## src/include/cmtc_consts.vh

```
`ifndef CMTC_CONSTS_VH
`define CMTC_CONSTS_VH
`define CMTC_NUM_MB        16
`define CMTC_MB_IDX_W      4
`define CMTC_ADDR_W        8
`define CMTC_CODE_W        4
`define CMTC_CODE_LSB      24
`define CMTC_CODE_MSB      27
`define CMTC_DLC_LSB       16
`define CMTC_DLC_MSB       19
`define CMTC_CODE_ZERO     4'h0
`define CMTC_CODE_INACTIVE 4'h8
`define CMTC_CODE_ABORT    4'h9
`define CMTC_CODE_TX       4'hC
`define CMTC_CS_RST        32'h08000000
`define CMTC_ADDR_CFG      8'h00
`define CMTC_ADDR_FLAG     8'h04
`define CMTC_ADDR_MASK     8'h08
`define CMTC_ADDR_STAT     8'h0C
`define CMTC_ADDR_MB_BASE  8'h40
`define CMTC_MB_WORDS      4
`define CMTC_CFG_ABORT_EN  0
`define CMTC_CFG_RST       32'h00000000
`define CMTC_BUSY_TIME_NS  20000
`define CMTC_CLK_PERIOD_NS 100
`define CMTC_BUSY_CYCLES   (`CMTC_BUSY_TIME_NS / `CMTC_CLK_PERIOD_NS)
`endif

```

## src/cmtc_sync.v

```verilog
/*
  Three-stage pin synchroniser with agreement of the last two stages.
  Assumes an asynchronous input and the core clock domain.
*/
`include "cmtc_consts.vh"
module cmtc_sync (
  // Clock and reset.
  input  wire core_clk,
  input  wire rst_n,
  // Pin and result.
  input  wire pin_in,
  output reg  level_out
);
  reg s1_r;
  reg s2_r;
  reg s3_r;
  always @(posedge core_clk or negedge rst_n) begin
    if (!rst_n) begin
      s1_r      <= 1'b0;
      s2_r      <= 1'b0;
      s3_r      <= 1'b0;
      level_out <= 1'b0;
    end else begin
      s1_r <= pin_in;
      s2_r <= s1_r;
      s3_r <= s2_r;
      if (s2_r == s3_r) begin
        level_out <= s3_r;
      end
    end
  end
endmodule

```

## src/cmtc_arb.v

```verilog
/*
  Arbitration scanner: walks the buffers one per clock and keeps the
  lowest-index buffer holding the transmit-request code.
  Assumes a code vector from the register file on the same clock.
*/
`include "cmtc_consts.vh"
module cmtc_arb (
  // Clock and reset.
  input  wire                                   core_clk,
  input  wire                                   rst_n,
  // Control.
  input  wire                                   scan_start,
  input  wire [`CMTC_NUM_MB*`CMTC_CODE_W-1:0]   codes,
  // Result.
  output reg                                    scan_busy,
  output reg                                    scan_done,
  output reg                                    win_valid,
  output reg  [`CMTC_MB_IDX_W-1:0]              win_idx,
  output reg  [`CMTC_MB_IDX_W-1:0]              scan_pos
);
  wire [`CMTC_CODE_W-1:0] cur_code;
  assign cur_code = codes[scan_pos*`CMTC_CODE_W +: `CMTC_CODE_W];
  always @(posedge core_clk or negedge rst_n) begin
    if (!rst_n) begin
      scan_busy <= 1'b0;
      scan_done <= 1'b0;
      win_valid <= 1'b0;
      win_idx   <= 4'h0;
      scan_pos  <= 4'h0;
    end else begin
      scan_done <= 1'b0;
      if (scan_start) begin
        scan_busy <= 1'b1;
        win_valid <= 1'b0;
        scan_pos  <= 4'h0;
      end else if (scan_busy) begin
        if (cur_code == `CMTC_CODE_TX && !win_valid) begin
          win_valid <= 1'b1;
          win_idx   <= scan_pos;
        end
        if (scan_pos == 4'hF) begin
          scan_busy <= 1'b0;
          scan_done <= 1'b1;
        end else begin
          scan_pos <= scan_pos + 4'h1;
        end
      end
    end
  end
endmodule

```

## src/cmtc_top.v

```verilog
/*
  Transmit mailbox control: buffer words, state fields, arbitration
  scheduling, event flags, mask and interrupt.
  Assumes a single-cycle register port and an abstract frame engine on
  the pins: tx_start out, tx_done, rx_sof and intermission_end in.
*/
// The plain strobed port and the register offsets were left to the implementer.
// How it works
// - Abort sets the buffer event flag; unmasked flags raise the interrupt.
// - After abort, the state field reads inactive whether the frame was aborted or transmitted.
// - Abort disabled: inactive write deactivates; pending frame may still go, silently.
// - Writing the transmit-request code schedules the buffer for arbitration.
// - Writing zero to the state field deactivates the buffer.
// - A state write landing at or behind the scan position during a scan triggers a rescan.
// - The first state write or foreign frame start after intermission forces a rescan.
`include "cmtc_consts.vh"
module cmtc_top (
  // Clock and reset.
  input  wire                      core_clk,
  input  wire                      rst_n,
  // Register port.
  input  wire [`CMTC_ADDR_W-1:0]   reg_addr,
  input  wire [31:0]               reg_wdata,
  input  wire                      reg_wr,
  input  wire                      reg_rd,
  output reg  [31:0]               reg_rdata,
  // Frame engine pins.
  input  wire                      tx_done_pin,
  input  wire                      rx_sof_pin,
  input  wire                      intermission_end_pin,
  output reg                       tx_start,
  output reg  [`CMTC_MB_IDX_W-1:0] tx_mb_idx,
  // Interrupt.
  output reg                       irq
);
  localparam ST_IDLE = 3'b001;
  localparam ST_SCAN = 3'b010;
  localparam ST_TX   = 3'b100;
  // The abort timeout runs from the start pulse, so a late abort gives up sooner.
  localparam [31:0] BUSY_FULL = `CMTC_BUSY_CYCLES;

  reg  [31:0] mb_mem [0:`CMTC_NUM_MB*`CMTC_MB_WORDS-1];
  reg  [`CMTC_CODE_W-1:0] code_r [0:`CMTC_NUM_MB-1];
  reg  [31:0] cfg_r;
  reg  [15:0] flag_r;
  reg  [15:0] mask_r;
  reg  [2:0]  state_r;
  reg         rescan_r;
  reg         abort_pend_r;
  reg         after_im_r;
  reg  [`CMTC_MB_IDX_W-1:0] cur_idx_r;
  reg  [15:0] busy_cnt_r;

  wire tx_done;
  wire rx_sof;
  wire im_end;
  reg  tx_done_d_r;
  reg  rx_sof_d_r;
  reg  im_end_d_r;

  wire [`CMTC_NUM_MB*`CMTC_CODE_W-1:0] codes;
  wire scan_busy;
  wire scan_done;
  wire win_valid;
  wire [`CMTC_MB_IDX_W-1:0] win_idx;
  wire [`CMTC_MB_IDX_W-1:0] scan_pos;
  reg  scan_start;

  genvar g;
  generate
    for (g = 0; g < `CMTC_NUM_MB; g = g + 1) begin : g_codes
      assign codes[g*`CMTC_CODE_W +: `CMTC_CODE_W] = code_r[g];
    end
  endgenerate

  // Decodes a buffer word address; valid when inside the buffer window.
  function is_mb;
    input [`CMTC_ADDR_W-1:0] a;
    begin
      is_mb = (a >= `CMTC_ADDR_MB_BASE) && (a[1:0] == 2'b00);
    end
  endfunction

  // Buffers above eleven lie beyond the byte address space; they are scanned only.
  wire [`CMTC_ADDR_W-1:0] mb_off = reg_addr - `CMTC_ADDR_MB_BASE;
  wire [5:0] mb_word = mb_off[7:2];
  wire [`CMTC_MB_IDX_W-1:0] wr_mb = mb_word[5:2];
  wire cs_wr = reg_wr && is_mb(reg_addr) && (mb_word[1:0] == 2'b00);
  wire [`CMTC_CODE_W-1:0] wr_code = reg_wdata[`CMTC_CODE_MSB:`CMTC_CODE_LSB];
  wire abort_en = cfg_r[`CMTC_CFG_ABORT_EN];
  // Only the buffer on the bus can hold an abort open; others finish at once.
  wire wr_is_sending = (state_r == ST_TX) && (cur_idx_r == wr_mb);

  wire tx_edge = tx_done & ~tx_done_d_r;
  wire sof_edge = rx_sof & ~rx_sof_d_r;
  wire im_edge = im_end & ~im_end_d_r;

  cmtc_sync u_sync_done (
    .core_clk  (core_clk),
    .rst_n     (rst_n),
    .pin_in    (tx_done_pin),
    .level_out (tx_done)
  );
  cmtc_sync u_sync_sof (
    .core_clk  (core_clk),
    .rst_n     (rst_n),
    .pin_in    (rx_sof_pin),
    .level_out (rx_sof)
  );
  cmtc_sync u_sync_im (
    .core_clk  (core_clk),
    .rst_n     (rst_n),
    .pin_in    (intermission_end_pin),
    .level_out (im_end)
  );

  cmtc_arb u_arb (
    .core_clk   (core_clk),
    .rst_n      (rst_n),
    .scan_start (scan_start),
    .codes      (codes),
    .scan_busy  (scan_busy),
    .scan_done  (scan_done),
    .win_valid  (win_valid),
    .win_idx    (win_idx),
    .scan_pos   (scan_pos)
  );

  // Register file, buffer memory and event flags.
  integer i;
  reg [15:0] flag_set;
  always @* begin
    flag_set = 16'h0000;
    // A buffer deactivated while on the bus finishes silently.
    if (state_r == ST_TX && tx_edge && code_r[cur_idx_r] != `CMTC_CODE_INACTIVE &&
        code_r[cur_idx_r] != `CMTC_CODE_ZERO) begin
      flag_set[cur_idx_r] = 1'b1;
    end
    if (cs_wr && abort_en && wr_code == `CMTC_CODE_ABORT && !wr_is_sending) begin
      flag_set[wr_mb] = 1'b1;
    end
    if (state_r == ST_TX && abort_pend_r && !tx_edge && busy_cnt_r == 16'h0000) begin
      flag_set[cur_idx_r] = 1'b1;
    end
  end

  always @(posedge core_clk or negedge rst_n) begin
    if (!rst_n) begin
      cfg_r  <= `CMTC_CFG_RST;
      flag_r <= 16'h0000;
      mask_r <= 16'h0000;
      for (i = 0; i < `CMTC_NUM_MB; i = i + 1) begin
        code_r[i] <= `CMTC_CODE_INACTIVE;
      end
    end else begin
      // Hardware set beats a simultaneous write-one clear.
      flag_r <= (flag_r & ~((reg_wr && reg_addr == `CMTC_ADDR_FLAG) ?
                reg_wdata[15:0] : 16'h0000)) | flag_set;
      if (reg_wr && reg_addr == `CMTC_ADDR_CFG) begin
        cfg_r <= reg_wdata;
      end
      if (reg_wr && reg_addr == `CMTC_ADDR_MASK) begin
        mask_r <= reg_wdata[15:0];
      end
      if (cs_wr) begin
        if (wr_code == `CMTC_CODE_ABORT && !abort_en) begin
          code_r[wr_mb] <= `CMTC_CODE_INACTIVE;
        end else if (wr_code == `CMTC_CODE_ABORT &&
                     !wr_is_sending) begin
          code_r[wr_mb] <= `CMTC_CODE_INACTIVE;
        end else if (!(wr_code == `CMTC_CODE_ABORT && state_r == ST_TX &&
                       cur_idx_r == wr_mb)) begin
          code_r[wr_mb] <= wr_code;
        end else begin
          code_r[wr_mb] <= `CMTC_CODE_ABORT;
        end
      end
      if (state_r == ST_TX && tx_edge) begin
        code_r[cur_idx_r] <= `CMTC_CODE_INACTIVE;
      end else if (state_r == ST_TX && abort_pend_r && busy_cnt_r == 16'h0000) begin
        code_r[cur_idx_r] <= `CMTC_CODE_INACTIVE;
      end
    end
  end

  always @(posedge core_clk) begin
    if (reg_wr && is_mb(reg_addr)) begin
      mb_mem[mb_word] <= reg_wdata;
    end
  end

  // Scheduling: scan, then hand the winner to the frame engine.
  always @(posedge core_clk or negedge rst_n) begin
    if (!rst_n) begin
      state_r      <= ST_IDLE;
      rescan_r     <= 1'b0;
      scan_start   <= 1'b0;
      tx_start     <= 1'b0;
      tx_mb_idx    <= 4'h0;
      cur_idx_r    <= 4'h0;
      abort_pend_r <= 1'b0;
      after_im_r   <= 1'b0;
      busy_cnt_r   <= 16'h0000;
      tx_done_d_r  <= 1'b0;
      rx_sof_d_r   <= 1'b0;
      im_end_d_r   <= 1'b0;
    end else begin
      tx_done_d_r <= tx_done;
      rx_sof_d_r  <= rx_sof;
      im_end_d_r  <= im_end;
      scan_start  <= 1'b0;
      tx_start    <= 1'b0;
      if (cs_wr && wr_code == `CMTC_CODE_TX) begin
        rescan_r <= 1'b1;
      end
      if (cs_wr && scan_busy && wr_mb <= scan_pos) begin
        rescan_r <= 1'b1;
      end
      // Intermission end opens a window that the next state write or foreign start closes.
      if (im_edge) begin
        after_im_r <= 1'b1;
      end else if (cs_wr || sof_edge) begin
        after_im_r <= 1'b0;
      end
      if ((im_edge || after_im_r) && (cs_wr || sof_edge)) begin
        rescan_r <= 1'b1;
      end
      if (cs_wr && state_r == ST_TX && wr_mb == cur_idx_r &&
          wr_code == `CMTC_CODE_ABORT && abort_en) begin
        abort_pend_r <= 1'b1;
      end
      case (state_r)
        ST_IDLE: begin
          if (rescan_r) begin
            rescan_r   <= 1'b0;
            scan_start <= 1'b1;
            state_r    <= ST_SCAN;
          end
        end
        ST_SCAN: begin
          if (scan_done) begin
            if (win_valid && code_r[win_idx] == `CMTC_CODE_TX) begin
              cur_idx_r  <= win_idx;
              tx_mb_idx  <= win_idx;
              tx_start   <= 1'b1;
              busy_cnt_r <= BUSY_FULL[15:0];
              state_r    <= ST_TX;
            end else begin
              state_r <= ST_IDLE;
            end
          end
        end
        ST_TX: begin
          if (busy_cnt_r != 16'h0000) begin
            busy_cnt_r <= busy_cnt_r - 16'h0001;
          end
          if (tx_edge || (abort_pend_r && busy_cnt_r == 16'h0000)) begin
            abort_pend_r <= 1'b0;
            rescan_r     <= 1'b1;
            state_r      <= ST_IDLE;
          end
        end
        default: begin
          state_r <= ST_IDLE;
        end
      endcase
    end
  end

  // Read port and interrupt.
  always @(posedge core_clk or negedge rst_n) begin
    if (!rst_n) begin
      reg_rdata <= 32'h00000000;
      irq       <= 1'b0;
    end else begin
      irq <= |(flag_r & mask_r);
      reg_rdata <= 32'h00000000;
      if (reg_rd) begin
        if (reg_addr == `CMTC_ADDR_CFG) begin
          reg_rdata <= cfg_r;
        end else if (reg_addr == `CMTC_ADDR_FLAG) begin
          reg_rdata <= {16'h0000, flag_r};
        end else if (reg_addr == `CMTC_ADDR_MASK) begin
          reg_rdata <= {16'h0000, mask_r};
        end else if (reg_addr == `CMTC_ADDR_STAT) begin
          reg_rdata <= {20'h00000, cur_idx_r, 5'h00, state_r};
        end else if (is_mb(reg_addr)) begin
          if (mb_word[1:0] == 2'b00) begin
            reg_rdata <= {mb_mem[mb_word][31:28], code_r[wr_mb],
                          mb_mem[mb_word][23:0]};
          end else begin
            reg_rdata <= mb_mem[mb_word];
          end
        end
      end
    end
  end
endmodule

```

## config.mk

```make
export PLATFORM = sky130hd
export DESIGN_NAME = cmtc_top
export DESIGN_NICKNAME = d
export VERILOG_FILES = /design/src/cmtc_sync.v /design/src/cmtc_arb.v /design/src/cmtc_top.v
export VERILOG_INCLUDE_DIRS = /design/src /design/src/include
export SDC_FILE = /design/constraint.sdc
export NUM_CORES = 2
export LEC_CHECK = 0
export BUFFER_PORTS_ARGS = -buffer_cell sky130_fd_sc_hd__buf_4
export CORE_UTILIZATION = 35
export CTS_BUF_LIST = sky130_fd_sc_hd__clkbuf_4
export DETAILED_ROUTE_END_ITERATION = 12
export HOLD_SLACK_MARGIN = 0.05
export PLACE_DENSITY_LB_ADDON = 0.25
export REMOVE_ABC_BUFFERS = 1
export SYNTH_ARGS = -nofsm -noshare
export SYNTH_HDL_FRONTEND = slang
export SYNTH_SLANG_ARGS = --single-unit
```

## constraint.sdc

```tcl
create_clock -name core_clk -period 3.7 [get_ports core_clk]
set_input_delay 0.74 -clock core_clk [delete_from_list [all_inputs] [get_ports core_clk]]
set_output_delay 0.74 -clock core_clk [all_outputs]
set_load 0.01 [all_outputs]
```

# Word-level counts from Yosys, hierarchy flattened
# Memory sizes are Yosys's and may differ from the RTL's.
# Cells that the tools add are included.
# word_totals
regBits,215
latch_bits,0
ram_bits,2048
mem_bits_ro,0
in_bits,47
output_inout_bits,38
elab_cells,247
memories,1
# mem_list
name,words,word_bits,rd,rd_ports_with_merged_regs,wr,line,source
mb_mem,64,32,1,0,1,cmtc_top.v:42,reg [31:0] mb_mem [0:`CMTC_NUM_MB*`CMTC_MB_WORDS-1];
# op_classes
addsub,3
mul,0
n_div,0
magnitude_cmp,11
eq_ne,23
shifts,1
mux,74
bitwise,25
n_reduce_logical,60
# ops
cell,count
64-bit 2-to-1 mux,6
32-bit 2-to-1 mux,6
16-bit 2-to-1 mux,7
48-bit bitwise AND,2
48-bit inverter,2
16-bit OR,5
64-bit bitwise mux,1
64-bit by 7-bit variable part select with 4-bit output,1
4-bit binary-select mux with 4-bit select,3
4-bit 2-to-1 mux,11
1-bit logical AND,36
16-bit bitwise AND,2
32-bit bitwise AND,1
4-bit demux with 4-bit select,2
32-bit inverter,1
32-bit OR,1
16-bit one-hot mux with 2 select lines,1
1-bit 2-to-1 mux,28
28-bit 2-to-1 mux,1
"4-bit equality test, second input constant",5
"8-bit by 4-bit equality test with 1-bit output, second input constant",2
16-bit logical NOT,1
16-bit inverter,1
16-bit nonzero test,1
35 further kinds,70

# Depth between registers and ports, before layout
# logic_depth
ltp_word,15
ltp_mapped,12
depth_no_buf,8

# By module
# From an unflattened synthesis, not the netlist that was laid out.
# unflattened
cells_unflattened,4522
hier_area_um2,89037.9
# by_module_without_submodules
module,n_inst,cells_per_inst,area_each_um2,seq_area_each_um2
cmtc_top,1,4418,87899.3,66324.9
cmtc_arb,1,89,804.5,275.3
cmtc_sync,3,5,111.4,100.1

# Worst setup path before layout
# OpenSTA, ideal clock, no wires.
# synth_path
kind,input to register
from,input port reg_addr[3]
to,"memory mb_mem[19][0], enable pin"
setup_time_ns,0.421
t_arrival_ns,3.584
required_ns,3.279
path_slack_ns,-0.305
cell_stages,8
cell_sequence,buf_2 -> buf_2 -> buf_2 -> buf_2 -> clkbuf_1 -> nand4_1 -> clkbuf_1 -> nor2_1
# synth_via
elab_chain_cells,5
word_cells_on_any_way,6
classes_between,add/sub (1); order compare (1); mux (2); reduce/logical (2)
# synth_rtl
item,line,source
start: declaration,cmtc_top.v:22,"input wire [`CMTC_ADDR_W-1:0] reg_addr,"
8-bit by 7-bit greater-or-equal comparator with 1-bit output (no source line),--,
1-bit logical AND,cmtc_top.v:80,is_mb = (a >= `CMTC_ADDR_MB_BASE) && (a[1:0] == 2'b00);
1-bit logical AND,cmtc_top.v:187,if (reg_wr && is_mb(reg_addr)) begin
1-bit 2-to-1 mux,cmtc_top.v:187,
1-bit 2-to-1 mux (implied by the code),cmtc_top.v:188,mb_mem[mb_word] <= reg_wdata;
end: declaration,cmtc_top.v:42,
# Parallel ways exist; a longest one is shown, timed or not.

==> flow_summary_export.csv <==
group,metric,value,unit
timing,slew_viol_final,0,
timing,max_freq,323,MHz
floorplan,fp.dieArea,0.256,sq mm
run_status,outcome,"finished with violations",
grt,grt_max_degree,80,
timing,fin_ws,0.602,ns
setup_path,max_stage_delay,0.75,ns
min_path,worstHoldStart,"reg_addr[7]",
synth,synth_edf_count,2048,
floorplan,placementRows,184,
run_status,violations,"design-rule violations",
cells_and_area,drive_above_1_share,34.3,%
cells_and_area,ff_latch_area,0.0669,sq mm
clock_tree,cts_setup_buffers,0,
flow_run,maxCapViolCount,0,
synth,synth_top_cell_by_area,"edfxtp_1",
synth,synth_area,0.0887,sq mm
power_and_ir_drop,p_leak,36.4,nW
clock_tree,cts_root_buf,"clkbuf_4",
setup_path,worst_ep_required_time,2.96,ns
timing,finalHoldViolations,0,
timing,maxSlewHeadroom,38.0,%
synth,async_flop_share,9.50,%
placement,portBuffers,84,
synth,yosysSeqAreaShare,75.4,%
setup_path,cp-start-kind,"register",
timing,fin_skew,0.0936,ns
detailed_routing,viasPerCell,5.40,
detailed_routing,via_count,49347,
cells_and_area,final_area,0.105,sq mm
power_and_ir_drop,totalPowerFinal,53.3,mW
floorplan,core_area,0.252,sq mm
synth,netlist_top_cells_area,"edfxtp_1 (69%), mux4_2 (10%), dfrtp_1 (5.6%)",
setup_path,worstPathArrival,2.36,ns
placement,place.gp.congestion,0.884,
setup_path,r2r_start,"busy_cnt_r[3]",
grt,grt_pass1_vias,50662,
clock_tree,h-tree-depth,6,
setup_path,r2r_cells,6,
synth,synth-warning-count,0,
timing,fin_setup_tns,0,ns
clock_tree,clkTransAtPathRegs,0.07,ns
floorplan,die_h,505,microns
grt,grt_pass1_wl,372000,microns
detailed_routing,drt_iter0_markers,5561,
min_path,hold_end,"flag_r[8]",
cells_and_area,fillerInstances,22387,
clock_tree,cts_hold_buf,51,
setup_path,end_kind,"primary output",
floorplan,ios,85,
clock_tree,cts_tree,"built",
setup_path,crit_path_max_fanout,12,
timing,tightest_slew,0.927,ns
min_path,min_path_cells,5,
synth,ys_seq_elements,2263,
placement,placed_cell_area,0.0969,sq mm
synth,synth-main-ff-cell,"edfxtp_1",
power_and_ir_drop,p_per_area,508,mW/mm^2
detailed_routing,routed_wirelength,264000,microns
setup_path,crit_family,"flip-flops",
setup_path,crit_chain,"buf_4",
timing,setup_viol,0,
placement,pre_cts_ws,0.0525,ns
min_path,hp-class,"primary input to register",
setup_path,worst_path_max_delay_cell,"dfrtp_1",
timing,layout_min_cycle_time,3.10,ns
synth,avgSynthCellArea,19.6,sq um
synth,syn_inst,4527,
clock_tree,clock-sinks,2263,
setup_path,cp.buffers_inverters,1,
setup_path,reg2reg_to,"flag_r[5]",
clock_tree,clk_latency,1.41,ns
detailed_routing,route.detailed.drc,8,
timing,hold-worst-slack,0.204,ns
detailed_routing,drtAntennaViolNets,0,
grt,grt-ovfl-total,0,
clock_tree,clock_path_buffers,4,
timing,rsz0062_at_grt,"no",
power_and_ir_drop,ir_drop,339,uV
placement,hpwl,160000,microns
timing,period_share,83.7,%
synth,ys_types,76,
detailed_routing,wl_per_cell,28.9,microns
floorplan,start_util,35.3,%
setup_path,critPathKind,"register to primary output",
cells_and_area,layout.nets,5413,
grt,antenna_found_initial,18,
floorplan,fp.dieW,505,microns
grt,grtUsageTotal,20.5,%
cells_and_area,area_delta_synth_final,18.4,%
cells_and_area,multi_input_area,0.0210,sq mm
detailed_routing,drt_first_pass_iters,10,
synth,synth_top_area_share,69.3,%
clock_tree,cts_made_buffers,612,
clock_tree,post_cts_resized,0,
setup_path,r2r_setup_slack,0.72,ns
[synthesized netlist by cell type, types with 40 or more instances]
cell	number
a21oi_1	48
a22oi_1	194
buf_2	101
clkbuf_1	121
dfrtp_1	198
edfxtp_1	2048
inv_1	40
mux2_2	65
mux2i_1	387
mux4_2	408
nand2_1	153
nand3_1	136
nor2_1	165
[cells in the final DEF (no fill, tap or decap), types with 72 or more instances in the layout]
cell type  Yosys  layout
a22oi_1      194     194
buf_12         0     119
buf_4         16     299
clkbuf_4       0     930
clkinv_1       1      72
dfrtp_1      198     198
edfxtp_1    2048    2048
mux2i_1      387     387
mux4_2       408     408
nand2_1      153     153
nand3_1      136     133
nor2_1       165     108
[flip-flops by register name (all words and copies together), names as in the netlist, 3 cells and up]
signal          count
state_r             3
cfg_r              32
u_arb.win_idx       4
cur_idx_r           4
mask_r             16
mb_mem           2048
reg_rdata          32
flag_r             16
u_arb.scan_pos      4
busy_cnt_r         16
code_r             64
[power breakdown]
| group | leakage (nW) | total (mW) | internal [mW] | switching [mW] |
|---|---|---|---|---|
| clock network | 4.60 | 22.0 | 11.8 | 10.2 |
| registers | 21.3 | 28.3 | 28.1 | 0.214 |
| logic | 10.6 | 3.09 | 1.15 | 1.94 |
| total | 36.4 | 53.3 | 41.0 | 12.3 |
[final cells by class]
type                    count  share of cell area (%)
diodes                      8                  0.0191
well taps                3348                    3.99
multi-input cells        1964                    20.0
flip-flops and latches   2263                    63.7
repair buffers            472                    4.95
inverters                  41                   0.148
clock buffers             930                    6.65
clock inverters           110                   0.566
[how the worst max path moves through the flow]
stage                    end    startpoint  depth (start not counted)  slack [ns]
2_1_floorplan  mb_mem[13][0]   reg_addr[4]                          4       -0.81
5_1_grt         tx_mb_idx[1]  cur_idx_r[1]                          1        0.47
4_1_cts         tx_mb_idx[1]  cur_idx_r[1]                          1        0.39
3_3_place_gp   reg_rdata[20]   reg_addr[2]                          9        0.06
3_5_place_dp   reg_rdata[20]   reg_addr[2]                          9        0.05
6_report        tx_mb_idx[1]  cur_idx_r[1]                          1        0.60
[layer usage]
metal	vias up	GRT usage, %	share of wire (%)
met5	-	0	0.010
met4	4	7.06	2.7
met3	407	5.49	8.3
met2	2171	32.4	48
met1	26074	27.3	41
li1	20691	-	-
[cell families (layout without fill, tap and decap cells)]
logic type	after synthesis	count (layout)	share of synthesized area [%]
and+or+nand+nor	610	610	3.33
xor gates and xnor gates	13	13	0.128
AOI/OAI and AO/OA	463	463	3.86
buffers and inverters	300	1553	1.49
DFF	2263	2263	75.4
other	0	8	0
adders and majority gates	15	15	0.203
muxes	863	863	15.6
[per-stage QoR]
stage	util, %	instances
6_report	41.7	9136
5_1_grt	41.7	9130
3_5_place_dp	38.5	8037
4_1_cts	41.7	9128
2_1_floorplan	-	4268
3_3_place_gp	38.5	8037
Power figures use the tool's default switching activity.
